File: src/rtl/mpsc_pkg.sv
// constants, field layouts and types for the multifunction pin and shutdown control block
//
// Overview of operation
// - standalone mode: faults block FETs, fuse blows, FETs recover without host action
// - manual mode: faults only raise flags; host must turn the FETs off itself
// - host serial link selects I2C (default) or single-wire host link
// - each active-high pin output selects external or core regulator as its high level
// - alarm and both switch-off pins can be general-purpose outputs set by command
// - those three pins can keep a weak pulldown or weak pullup on continuously
// - charge-off pin blocks charge FET; discharge-off pin blocks discharge or all FETs
// - alarm, switch-off and both temperature pins can be thermistor inputs
// - auxiliary analog pin can be a general-purpose ADC channel
// - reset/shutdown pin high resets the mode and link bits and the pin configuration, serial interface included
// - that reset leaves the FET drive and fuse drive state unchanged
// - pin high for 1 second enters shutdown: FETs, oscillators, all regulators off
// - external regulator voltage accepts exactly five codes: 1.8, 2.5, 3.0, 3.3, 5.0 V
// - by default external regulator and preregulator on, external set to 3.3 V
// - at power-up the stored settings load themselves and set the external regulator
// - combined discharge-off function turns off charge, precharge, discharge, predischarge
// - a released switch-off pin re-enables its FET only when nothing else blocks it
package mpsc_pkg;
	// clock and shutdown hold time
	localparam int unsigned CLK_KHZ = 125000;
	localparam int unsigned SHUT_HOLD_MS = 1000;
	localparam int unsigned SHUT_HOLD_CYC = SHUT_HOLD_MS * CLK_KHZ;
	// register byte offsets
	localparam logic [7:0] OFS_CTRL = 8'h00;
	localparam logic [7:0] OFS_PINCFG = 8'h04;
	localparam logic [7:0] OFS_REGCFG = 8'h08;
	localparam logic [7:0] OFS_STATUS = 8'h0c;
	localparam logic [7:0] OFS_MASK = 8'h10;
	localparam logic [7:0] OFS_STATE = 8'h14;
	// control register bits
	localparam int CTRL_AUTO = 0;
	localparam int CTRL_LINK = 1;
	localparam int CTRL_HCHG = 2;
	localparam int CTRL_HDSG = 3;
	localparam logic [3:0] CTRL_RST = 4'h1;
	// pin configuration fields, pin 0 alarm, 1 charge-off, 2 discharge-off
	localparam int PIN_FN_W = 3;
	localparam int PIN_SUP = 9;
	localparam int PIN_PEN = 12;
	localparam int PIN_PUP = 15;
	localparam int PIN_LVL = 18;
	localparam int PIN_TS1 = 21;
	localparam int PIN_TS2 = 22;
	localparam int PIN_AUX = 23;
	localparam logic [23:0] PINCFG_RST = 24'h000000;
	// regulator configuration bits
	localparam int REG_EXT_EN = 0;
	localparam int REG_PRE_EN = 1;
	localparam int REG_CODE = 2;
	localparam logic [2:0] VCODE_MAX = 3'h4;
	localparam logic [4:0] REGCFG_RST = 5'h0f;
	// status and mask bits
	localparam int ST_FAULT = 0;
	localparam int ST_CHGPIN = 1;
	localparam int ST_DSGPIN = 2;
	localparam int ST_RSTPIN = 3;
	localparam int NUM_EV = 4;
	// pin function codes
	typedef enum logic [2:0] {
		FN_NONE = 3'b000,
		FN_ALARM = 3'b001,
		FN_LINK = 3'b010,
		FN_SWOFF = 3'b011,
		FN_BOTH = 3'b100,
		FN_GPO = 3'b101,
		FN_THERM = 3'b110
	} mpsc_func_e;
	// shutdown sequence states
	typedef enum logic [1:0] {
		SD_RUN = 2'b00,
		SD_HOLD = 2'b01,
		SD_SHUT = 2'b10
	} mpsc_sd_e;
endpackage

File: src/rtl/mpsc_top.sv
// multifunction pin, regulator and reset/shutdown control with an AHB-Lite register slave
`timescale 1ns/10ps
`default_nettype none
module mpsc_top #(
	parameter int unsigned HOLD_CYCLES = mpsc_pkg::SHUT_HOLD_CYC // shutdown hold
) (
	input wire logic ref_clk, // 125 MHz clock
	input wire logic arst_n, // async reset
	input wire logic hsel, // slave select
	input wire logic [7:0] haddr, // byte address
	input wire logic [1:0] htrans, // transfer type
	input wire logic hwrite, // write
	input wire logic [2:0] hsize, // size, word only
	input wire logic [31:0] hwdata, // write data
	input wire logic hready, // bus ready
	output logic [31:0] hrdata, // read data
	output logic hreadyout, // slave ready
	output logic hresp, // always okay
	input wire logic rstShutPin, // reset/shutdown pin level
	input wire logic chgFault, // charge protection fault
	input wire logic dsgFault, // discharge protection fault
	input wire logic fuseReq, // permanent fail asks for fuse
	input wire logic chgReq, // sequencer wants charge switch
	input wire logic dsgReq, // sequencer wants discharge switch
	input wire logic preChgReq, // sequencer wants precharge switch
	input wire logic preDsgReq, // sequencer wants predischarge switch
	input wire logic linkTxLow, // single-wire link pulls low
	input wire logic [4:0] otpRegCfg, // stored regulator setting
	input wire logic [2:0] mfIn, // multifunction pin inputs
	output logic [2:0] mfOut, // multifunction pin outputs
	output logic [2:0] mfOe, // multifunction pin enables
	output logic [2:0] mfSupplyExt, // high level from external regulator
	output logic [2:0] mfPullUp, // weak pullup on
	output logic [2:0] mfPullDn, // weak pulldown on
	output logic [4:0] thermEn, // thermistor bias per pin
	output logic auxAdcEn, // aux analog channel selected
	output logic linkSel, // 1 single-wire link, 0 I2C
	output logic linkRx, // single-wire link receive
	output logic serialRst, // serial interface reset
	output logic chgDrive, // charge switch drive
	output logic dsgDrive, // discharge switch drive
	output logic preChgDrive, // precharge switch drive
	output logic preDsgDrive, // predischarge switch drive
	output logic fuseDrive, // fuse drive
	output logic extRegEn, // external regulator enable
	output logic [2:0] extRegCode, // external regulator voltage
	output logic preRegEn, // preregulator enable
	output logic coreRegEn, // core regulator enable
	output logic oscEn, // internal oscillators enable
	output logic shutdownMode, // device in shutdown
	output logic irq // interrupt level
);
	import mpsc_pkg::*;

	// reset release through two flops
	logic rstMeta;
	logic rstN;
	always_ff @(posedge ref_clk or negedge arst_n) begin
		if (!arst_n) begin
			rstMeta <= 1'b0;
			rstN <= 1'b0;
		end else begin
			rstMeta <= 1'b1;
			rstN <= rstMeta;
		end
	end

	// register state
	logic [3:0] ctrl;
	logic [23:0] pinCfg;
	logic [4:0] regCfg;
	logic [NUM_EV-1:0] status;
	logic [NUM_EV-1:0] mask;
	logic otpLoaded;
	logic softRst;
	mpsc_sd_e sdState;
	logic [31:0] holdCnt;
	logic [2:0] pinPrev;
	logic faultPrev;
	logic rstPinPrev;

	// ahb address phase decode
	logic wrPend;
	logic [7:0] wrAddr;
	wire takeXfer = hsel & htrans[1] & hready;
	wire takeRd = takeXfer & ~hwrite;
	wire takeWr = takeXfer & hwrite;
	wire wrCtrl = wrPend & (wrAddr == OFS_CTRL);
	wire wrPin = wrPend & (wrAddr == OFS_PINCFG);
	wire wrReg = wrPend & (wrAddr == OFS_REGCFG);
	wire wrStat = wrPend & (wrAddr == OFS_STATUS);
	wire wrMask = wrPend & (wrAddr == OFS_MASK);

	// pin function fields
	wire mpsc_func_e fnAlarm = mpsc_func_e'(pinCfg[2:0]);
	wire mpsc_func_e fnChg = mpsc_func_e'(pinCfg[5:3]);
	wire mpsc_func_e fnDsg = mpsc_func_e'(pinCfg[8:6]);
	wire isShut = (sdState == SD_SHUT);
	wire autoMode = ctrl[CTRL_AUTO];

	// switch-off pin decode
	wire chgPinOff = (fnChg == FN_SWOFF) & mfIn[1];
	wire dsgPinOff = (fnDsg == FN_SWOFF) & mfIn[2];
	wire bothPinOff = (fnDsg == FN_BOTH) & mfIn[2];

	// blocking causes per switch group
	wire chgBlock = ctrl[CTRL_HCHG] | chgPinOff | bothPinOff |
		(autoMode & chgFault) | isShut;
	wire dsgBlock = ctrl[CTRL_HDSG] | dsgPinOff | bothPinOff |
		(autoMode & dsgFault) | isShut;
	wire next_chg = chgReq & ~chgBlock;
	wire next_dsg = dsgReq & ~dsgBlock;
	wire next_preChg = preChgReq & ~chgBlock;
	wire next_preDsg = preDsgReq & ~dsgBlock;
	wire next_fuse = fuseDrive | (autoMode & fuseReq);

	// regulator code check and written value
	wire [2:0] wrCode = hwdata[REG_CODE +: 3];
	wire codeOk = (wrCode <= VCODE_MAX);
	wire [2:0] otpCode = otpRegCfg[REG_CODE +: 3];
	wire [2:0] next_code = !otpLoaded ? ((otpCode <= VCODE_MAX) ? otpCode : regCfg[4:2]) :
		((wrReg && codeOk) ? wrCode : regCfg[4:2]);

	// events for the sticky status
	wire [NUM_EV-1:0] evSet = {rstShutPin & ~rstPinPrev,
		(fnDsg == FN_SWOFF || fnDsg == FN_BOTH) & mfIn[2] & ~pinPrev[2],
		(fnChg == FN_SWOFF) & mfIn[1] & ~pinPrev[1],
		(chgFault | dsgFault) & ~faultPrev};
	wire [NUM_EV-1:0] evClr = wrStat ? hwdata[NUM_EV-1:0] : '0;
	wire [NUM_EV-1:0] next_status = (status & ~evClr) | evSet;
	wire next_irq = |(next_status & mask);

	// read mux
	logic [31:0] rdMux;
	assign rdMux = (haddr == OFS_CTRL) ? {28'h0000000, ctrl} :
		(haddr == OFS_PINCFG) ? {8'h00, pinCfg} :
		(haddr == OFS_REGCFG) ? {27'h0000000, regCfg} :
		(haddr == OFS_STATUS) ? {28'h0000000, status} :
		(haddr == OFS_MASK) ? {28'h0000000, mask} :
		(haddr == OFS_STATE) ? {24'h000000, sdState, fuseDrive, preDsgDrive,
			preChgDrive, dsgDrive, chgDrive, softRst} : 32'h00000000;

	// ahb slave, zero wait, always okay
	always_ff @(posedge ref_clk or negedge rstN) begin
		if (!rstN) begin
			hrdata <= 32'h00000000;
			hreadyout <= 1'b1;
			hresp <= 1'b0;
			wrPend <= 1'b0;
			wrAddr <= 8'h00;
		end else begin
			hreadyout <= 1'b1;
			hresp <= 1'b0;
			wrPend <= takeWr;
			wrAddr <= takeWr ? haddr : wrAddr;
			hrdata <= takeRd ? rdMux : hrdata;
		end
	end

	// mode and link control bits and pin configuration, back to reset values while reset pin is high
	always_ff @(posedge ref_clk or negedge rstN) begin
		if (!rstN) begin
			ctrl <= CTRL_RST;
			pinCfg <= PINCFG_RST;
		end else if (softRst) begin
			ctrl <= {ctrl[CTRL_HDSG:CTRL_HCHG], CTRL_RST[1:0]};
			pinCfg <= PINCFG_RST;
		end else begin
			ctrl <= wrCtrl ? hwdata[3:0] : ctrl;
			pinCfg <= wrPin ? hwdata[23:0] : pinCfg;
		end
	end

	// regulator configuration with power-up load of stored setting
	always_ff @(posedge ref_clk or negedge rstN) begin
		if (!rstN) begin
			regCfg <= REGCFG_RST;
			otpLoaded <= 1'b0;
		end else begin
			otpLoaded <= 1'b1;
			regCfg[REG_EXT_EN] <= !otpLoaded ? otpRegCfg[REG_EXT_EN] :
				(wrReg ? hwdata[REG_EXT_EN] : regCfg[REG_EXT_EN]);
			regCfg[REG_PRE_EN] <= !otpLoaded ? otpRegCfg[REG_PRE_EN] :
				(wrReg ? hwdata[REG_PRE_EN] : regCfg[REG_PRE_EN]);
			regCfg[4:2] <= next_code;
		end
	end

	// sticky status, mask and interrupt; set wins over clear
	always_ff @(posedge ref_clk or negedge rstN) begin
		if (!rstN) begin
			status <= '0;
			mask <= '0;
			irq <= 1'b0;
			pinPrev <= 3'h0;
			faultPrev <= 1'b0;
			rstPinPrev <= 1'b0;
		end else begin
			status <= next_status;
			mask <= wrMask ? hwdata[NUM_EV-1:0] : mask;
			irq <= next_irq;
			pinPrev <= mfIn;
			faultPrev <= chgFault | dsgFault;
			rstPinPrev <= rstShutPin;
		end
	end

	// reset/shutdown pin hold timer
	wire holdDone = (holdCnt >= HOLD_CYCLES - 32'd1);
	always_ff @(posedge ref_clk or negedge rstN) begin
		if (!rstN) begin
			sdState <= SD_RUN;
			holdCnt <= 32'h00000000;
			softRst <= 1'b0;
		end else begin
			softRst <= rstShutPin & ~isShut;
			case (sdState)
				SD_RUN: begin
					holdCnt <= 32'h00000000;
					sdState <= rstShutPin ? SD_HOLD : SD_RUN;
				end
				SD_HOLD: begin
					holdCnt <= rstShutPin ? holdCnt + 32'd1 : 32'h00000000;
					sdState <= !rstShutPin ? SD_RUN : (holdDone ? SD_SHUT : SD_HOLD);
				end
				SD_SHUT: begin
					sdState <= SD_SHUT;
				end
				default: begin
					sdState <= SD_RUN;
				end
			endcase
		end
	end

	// switch and fuse drives, frozen while the reset pin holds logic in reset
	always_ff @(posedge ref_clk or negedge rstN) begin
		if (!rstN) begin
			chgDrive <= 1'b0;
			dsgDrive <= 1'b0;
			preChgDrive <= 1'b0;
			preDsgDrive <= 1'b0;
			fuseDrive <= 1'b0;
		end else if (isShut) begin
			chgDrive <= 1'b0;
			dsgDrive <= 1'b0;
			preChgDrive <= 1'b0;
			preDsgDrive <= 1'b0;
		end else if (!softRst && !rstShutPin) begin
			chgDrive <= next_chg;
			dsgDrive <= next_dsg;
			preChgDrive <= next_preChg;
			preDsgDrive <= next_preDsg;
			fuseDrive <= next_fuse;
		end
	end

	// power outputs, link select and serial reset
	always_ff @(posedge ref_clk or negedge rstN) begin
		if (!rstN) begin
			extRegEn <= 1'b1;
			extRegCode <= REGCFG_RST[4:2];
			preRegEn <= 1'b1;
			coreRegEn <= 1'b1;
			oscEn <= 1'b1;
			shutdownMode <= 1'b0;
			linkSel <= 1'b0;
			linkRx <= 1'b1;
			serialRst <= 1'b1;
		end else begin
			extRegEn <= regCfg[REG_EXT_EN] & ~isShut;
			extRegCode <= regCfg[4:2];
			preRegEn <= regCfg[REG_PRE_EN] & ~isShut;
			coreRegEn <= ~isShut;
			oscEn <= ~isShut;
			shutdownMode <= isShut;
			linkSel <= ctrl[CTRL_LINK];
			linkRx <= mfIn[0] | (fnAlarm != FN_LINK);
			serialRst <= rstShutPin | softRst;
		end
	end

	// per-pin next values for alarm, charge-off and discharge-off pins
	wire [2:0] next_pinOe;
	wire [2:0] next_pinOut;
	wire [2:0] pinTherm;
	for (genvar i = 0; i < 3; i++) begin : g_pin
		wire mpsc_func_e fn = mpsc_func_e'(pinCfg[i*PIN_FN_W +: PIN_FN_W]);
		wire isAlarm = (i == 0) && (fn == FN_ALARM);
		wire isLink = (i == 0) && (fn == FN_LINK);
		wire isGpo = (fn == FN_GPO);
		assign next_pinOe[i] = isGpo | isAlarm | (isLink & linkTxLow);
		assign next_pinOut[i] = isGpo ? pinCfg[PIN_LVL+i] : (isAlarm & next_irq);
		assign pinTherm[i] = (fn == FN_THERM);
	end

	// pin output stage, one process so each output has a single driver
	always_ff @(posedge ref_clk or negedge rstN) begin
		if (!rstN) begin
			mfOe <= 3'h0;
			mfOut <= 3'h0;
			mfSupplyExt <= 3'h0;
			mfPullUp <= 3'h0;
			mfPullDn <= 3'h0;
			thermEn <= 5'h00;
			auxAdcEn <= 1'b0;
		end else begin
			mfOe <= next_pinOe;
			mfOut <= next_pinOut;
			mfSupplyExt <= pinCfg[PIN_SUP +: 3];
			mfPullUp <= pinCfg[PIN_PEN +: 3] & pinCfg[PIN_PUP +: 3];
			mfPullDn <= pinCfg[PIN_PEN +: 3] & ~pinCfg[PIN_PUP +: 3];
			thermEn <= {pinCfg[PIN_TS2], pinCfg[PIN_TS1], pinTherm};
			auxAdcEn <= pinCfg[PIN_AUX];
		end
	end

	// checks
	property p_chgPinBlocks;
		@(posedge ref_clk) disable iff (!rstN)
		(chgPinOff && !softRst && !rstShutPin && !isShut) |=> !chgDrive && !preChgDrive;
	endproperty
	a_chgPinBlocks: assert property (p_chgPinBlocks) else $error("charge-off pin ignored");

	property p_all_switches_off_function;
		@(posedge ref_clk) disable iff (!rstN)
		(bothPinOff && !softRst && !rstShutPin) |=> !(chgDrive | dsgDrive | preChgDrive | preDsgDrive);
	endproperty
	a_all_switches_off_function: assert property (p_all_switches_off_function) else $error("combined off left a switch on");

	property p_manualNoBlock;
		@(posedge ref_clk) disable iff (!rstN)
		(!autoMode && chgReq && chgFault && !ctrl[CTRL_HCHG] && !chgPinOff && !bothPinOff
			&& !softRst && !rstShutPin && !isShut) |=> chgDrive;
	endproperty
	a_manualNoBlock: assert property (p_manualNoBlock) else $error("manual mode blocked on fault");

	property p_autoBlock;
		@(posedge ref_clk) disable iff (!rstN)
		(autoMode && dsgFault && !softRst && !rstShutPin) |=> !dsgDrive;
	endproperty
	a_autoBlock: assert property (p_autoBlock) else $error("standalone fault did not block");

	property p_freeze;
		@(posedge ref_clk) disable iff (!rstN)
		(softRst && !isShut) ##1 !isShut |-> $stable(chgDrive) && $stable(fuseDrive);
	endproperty
	a_freeze: assert property (p_freeze) else $error("drive changed during pin reset");

	property p_serialRst;
		@(posedge ref_clk) disable iff (!rstN)
		rstShutPin |=> serialRst;
	endproperty
	a_serialRst: assert property (p_serialRst) else $error("serial reset missing");

	property p_holdClear;
		@(posedge ref_clk) disable iff (!rstN)
		(sdState == SD_HOLD && !rstShutPin) |=> sdState == SD_RUN && holdCnt == 32'h00000000;
	endproperty
	a_holdClear: assert property (p_holdClear) else $error("hold timer not cleared");

	property p_shutOff;
		@(posedge ref_clk) disable iff (!rstN)
		isShut |=> !extRegEn && !preRegEn && !coreRegEn && !oscEn && !chgDrive && !dsgDrive;
	endproperty
	a_shutOff: assert property (p_shutOff) else $error("shutdown left power on");

	property p_codeLegal;
		@(posedge ref_clk) disable iff (!rstN)
		1'b1 |-> regCfg[4:2] <= VCODE_MAX;
	endproperty
	a_codeLegal: assert property (p_codeLegal) else $error("illegal regulator code");

	property p_linkSel;
		@(posedge ref_clk) disable iff (!rstN)
		softRst |-> ##2 !linkSel;
	endproperty
	a_linkSel: assert property (p_linkSel) else $error("link not back to I2C after reset");

	property p_gpoLevel;
		@(posedge ref_clk) disable iff (!rstN)
		(fnChg == FN_GPO) |=> mfOe[1] && (mfOut[1] == $past(pinCfg[PIN_LVL+1]));
	endproperty
	a_gpoLevel: assert property (p_gpoLevel) else $error("gpo level not driven");
endmodule
`default_nettype wire

File: config.mk
export PLATFORM = sky130hd
export DESIGN_NAME = mpsc_top
export DESIGN_NICKNAME = d
export VERILOG_FILES = /design/src/rtl/mpsc_pkg.sv /design/src/rtl/mpsc_top.sv
export SDC_FILE = /design/constraint.sdc
export NUM_CORES = 1
export LEC_CHECK = 0
export BUFFER_PORTS_ARGS = -buffer_cell sky130_fd_sc_hd__buf_2
export CAP_MARGIN = 20
export CORE_AREA = 2 2 119 121
export DETAILED_ROUTE_END_ITERATION = 16
export DIE_AREA = 0 0 121 123
export GPL_ROUTABILITY_DRIVEN = 0
export HOLD_SLACK_MARGIN = 0.03
export PLACE_DENSITY_LB_ADDON = 0.3
export SLEW_MARGIN = 0
export SYNTH_ARGS = -nofsm -noshare
export SYNTH_HDL_FRONTEND = slang
export SYNTH_SLANG_ARGS = --single-unit
File: constraint.sdc
create_clock -name ref_clk -period 6 [get_ports ref_clk]
set_input_delay 1.2 -clock ref_clk [delete_from_list [all_inputs] [get_ports ref_clk]]
set_output_delay 1.2 -clock ref_clk [all_outputs]
set_load 0.005 [all_outputs]
==> results.json <==
{
  "final_nets": 822,
  "min_to": "rstN$_DFF_PN0_",
  "post-dp-hpwl_um": 10860,
  "p_int_mw": 1.807,
  "drt-initial-drc-count": 518,
  "num_vias": 5331,
  "reg2regPathDepth": 5,
  "skew_ps": 8.776,
  "cp.required_ps": 6360,
  "seq_area_frac_synth_pct": 57.17,
  "rsz0062_at_grt": "no",
  "rows": 43,
  "io_pins": 139,
  "r2r_start": "sdState[1]$_DFF_PN0_",
  "synth_seq_cells": 153,
  "grt_usage_pct": 22.04,
  "switchingPower_mw": 0.5984,
  "period_needed_ps": 2805,
  "p_seq_share_pct": 48.2,
  "async_reset_ff_share_pct": 100.0,
  "worst_setup_path_end_kind": "flop",
  "synth_compound_area_share_pct": 15.19,
  "max_clock_freq_mhz": 356.5,
  "worstPathArrival_ps": 3170,
  "avgViaCountPerCell": 5.629,
  "synth_xor_xnor_area_share_pct": 0.1303,
  "coreArea_mm2": 0.01361,
  "io_buffers": 116,
  "synth_top_area_cell": "dfrtp_1",
  "reg2reg_to": "holdCnt[14]$_DFFE_PN0P_",
  "slew_headroom_pct": 29.11,
  "p_comb_share_pct": 8.2,
  "synthMuxAreaShare_pct": 3.964,
  "cts_buffers": 17,
  "finalSetupViolCount": 0,
  "crit_type": "in2reg",
  "synth_commonest_cells": "dfrtp_1 (141), nand2_1 (116), o21ai_0 (53)",
  "cts-root-buf": "clkbuf_16",
  "p_clk_share_pct": 43.6,
  "clk_latency_ps": 420,
  "hold_viol": 0,
  "h-tree-depth": 4,
  "drtPass1Iterations": 5,
  "worst_pin_slew_ps": 1063,
  "place_inst": 914,
  "crit_cells": 6,
  "die_h_um": 123,
  "r2r_setup_slack_ps": 3270,
  "crit_path_cell_trace": "buf_2 -> nand4b_1 -> or3_4 -> nand2b_4 -> nor2_8 -> a22o_1",
  "p_leak_nw": 3.849,
  "cts_hold_buf": 0,
  "postCtsResizedCells": 0,
  "grt_antenna_before_repair": 0,
  "clk_pin_slew_ps": 60,
  "crit_slowest_cell": "or3_4",
  "diodes": 0,
  "slowest_delay_ps": 640,
  "clock-sinks": 153,
  "die_w_um": 121,
  "hold_path.class": "reg2reg",
  "p_sw_share_pct": 24.87,
  "drt_wl_total_um": 15500,
  "synth_flop_cell": "dfrtp_1",
  "wl_per_cell_um": 16.37,
  "start_kind": "primary input",
  "cts_setup_buffers": 0,
  "instances_no_fill": 947,
  "gr-total-overflow": 0,
  "grt_pass1_vias": 5074,
  "antenna_left": 0,
  "min_path_cells": 0,
  "synth_top_area_share_pct": 52.48,
  "synth.area.top_cells": "dfrtp_1 (52%), nand2_1 (6.5%), dfstp_2 (4.7%)",
  "yosysMostFrequentCell": "dfrtp_1",
  "critPathBufInv": 1,
  "tns_ps": 0,
  "synth_area_mm2": 0.006723,
  "start_util_pct": 49.39,
  "synthCells": 648,
  "min_period_over_period_pct": 46.76,
  "grt_start_max_net_pins": 78,
  "cts_tree": "built",
  "cp_top_family": "simple AND/OR/NAND/NOR gates",
  "drv_cap": 0,
  "synth_fa_ha_area_share_pct": 0.1861,
  "status": "complete, no violations",
  "ir_worst_vdd_uv": 172.8,
  "synthToLayoutAreaGrowth_pct": 18.39,
  "drc": 0,
  "synth_top_family_by_area": "simple AND/OR/NAND/NOR gates",
  "synthSimpleGateAreaFrac_pct": 19.02,
  "powerDensity_mw_per_mm2": 302.3,
  "slew_violations": 0,
  "crit_fanout": 16,
  "syn-mean-instance-area_um2": 10.37,
  "synth_cell_types": 66,
  "worstHoldStart": "rstMeta$_DFF_PN0_",
  "synth_edf_count": 0,
  "grt_pass1_wl_um": 25320,
  "die_area_mm2": 0.01488,
  "cts.path.max_buffers": 2,
  "yosys_warnings": 0,
  "drive_above_1_share_pct": 24.25
}
-- cell families (layout without fill, tap and decap cells) --
logic type / Yosys count / in the layout
AOI/OAI and AO/OA: 160 / 160
xor gates and xnor gates: 1 / 1
adders and majority gates: 1 / 1
buffers and inverters: 56 / 165
DFF: 153 / 153
muxes: 23 / 23
other: 2 / 12
and+or+nand+nor: 252 / 252
-- placed cells by master, fill, tap and decap left out, types with 8 or more instances in the layout --
cell / count
dfrtp_1: 140
nand2_1: 116
buf_2: 116
o21ai_0: 53
a21oi_1: 38
nor2_1: 31
a22o_1: 21
nand3_1: 20
clkbuf_16: 17
nor2b_1: 15
nand4_1: 15
inv_1: 13
mux2i_1: 12
conb_1: 12
dfstp_2: 12
mux2_2: 9
nor3_1: 8
-- layer usage --
layer | track usage [%] | vias to the layer above | routed length, um
met3 | 4.613 | 34 | 992
met5 | 0 | - | 0
met2 | 33.92 | 194 | 7225
li1 | - | 2504 | -
met4 | 9.738 | 0 | 414
met1 | 30.37 | 2599 | 6870
-- metrics by stage --
step,instance area (um2),worst slack (ps),utilization [%],hold WS (ps),total power [mW]
3_3_place_gp,7348,2326,53.98,336.4,1.363
2_1_floorplan,6760,1442,-,331.2,1.289
3_5_place_dp,7360,2754,54.07,354.3,1.372
5_1_grt,7959,3002,58.47,382.3,2.514
6_report,7959,3195,58.47,360.4,2.406
4_1_cts,7944,3190,58.36,366.8,2.422
-- final cells by class --
type,count,area (um2)
Clock buffer,22,464.2
Clock inverter,10,120.1
Fill cell,1159,5653
Inverter,14,52.55
Multi-Input combinational cell,449,2635
Sequential cell,153,3847
Tap cell,180,225.2
Timing Repair Buffer,119,614.3
-- flip-flops by register name, indices dropped and copies added (netlist names), 4 cells and up --
register	cells
holdCnt	32
pinCfg	24
ctrl	4
regCfg	5
status	4
wrAddr	8
hrdata	24
mask	4
thermEn	5
-- power by group through the flow --
stage	Clock [mW]	Combinational, mW	Sequential, mW
floorplan	0	0.139	1.15
global placement	0	0.187	1.18
detailed placement	0	0.193	1.18
CTS	1.07	0.195	1.16
global route	1.12	0.222	1.17
finish	1.05	0.197	1.16
-- worst register-to-register path, delay by kind of cell (launching register included) --
kind               cells  cell delay (ps)
DFF                    1             1040
and+or+nand+nor        2             1080
AOI/OAI and AO/OA      3              460
-- how the worst max path moves through the flow --
stage | startpoint | to | slack [ps]
2_1_floorplan | rstN$_DFF_PN0_ | auxAdcEn$_DFF_PN0_ | 1440
3_3_place_gp | hwrite | hrdata[14]$_DFFE_PN0P_ | 2330
3_5_place_dp | hwrite | hrdata[14]$_DFFE_PN0P_ | 2750
4_1_cts | hwrite | hrdata[14]$_DFFE_PN0P_ | 3190
5_1_grt | sdState[1]$_DFF_PN0_ | holdCnt[5]$_DFFE_PN0P_ | 3000
6_report | hwrite | hrdata[14]$_DFFE_PN0P_ | 3190
(Power assumes the default switching activity.)
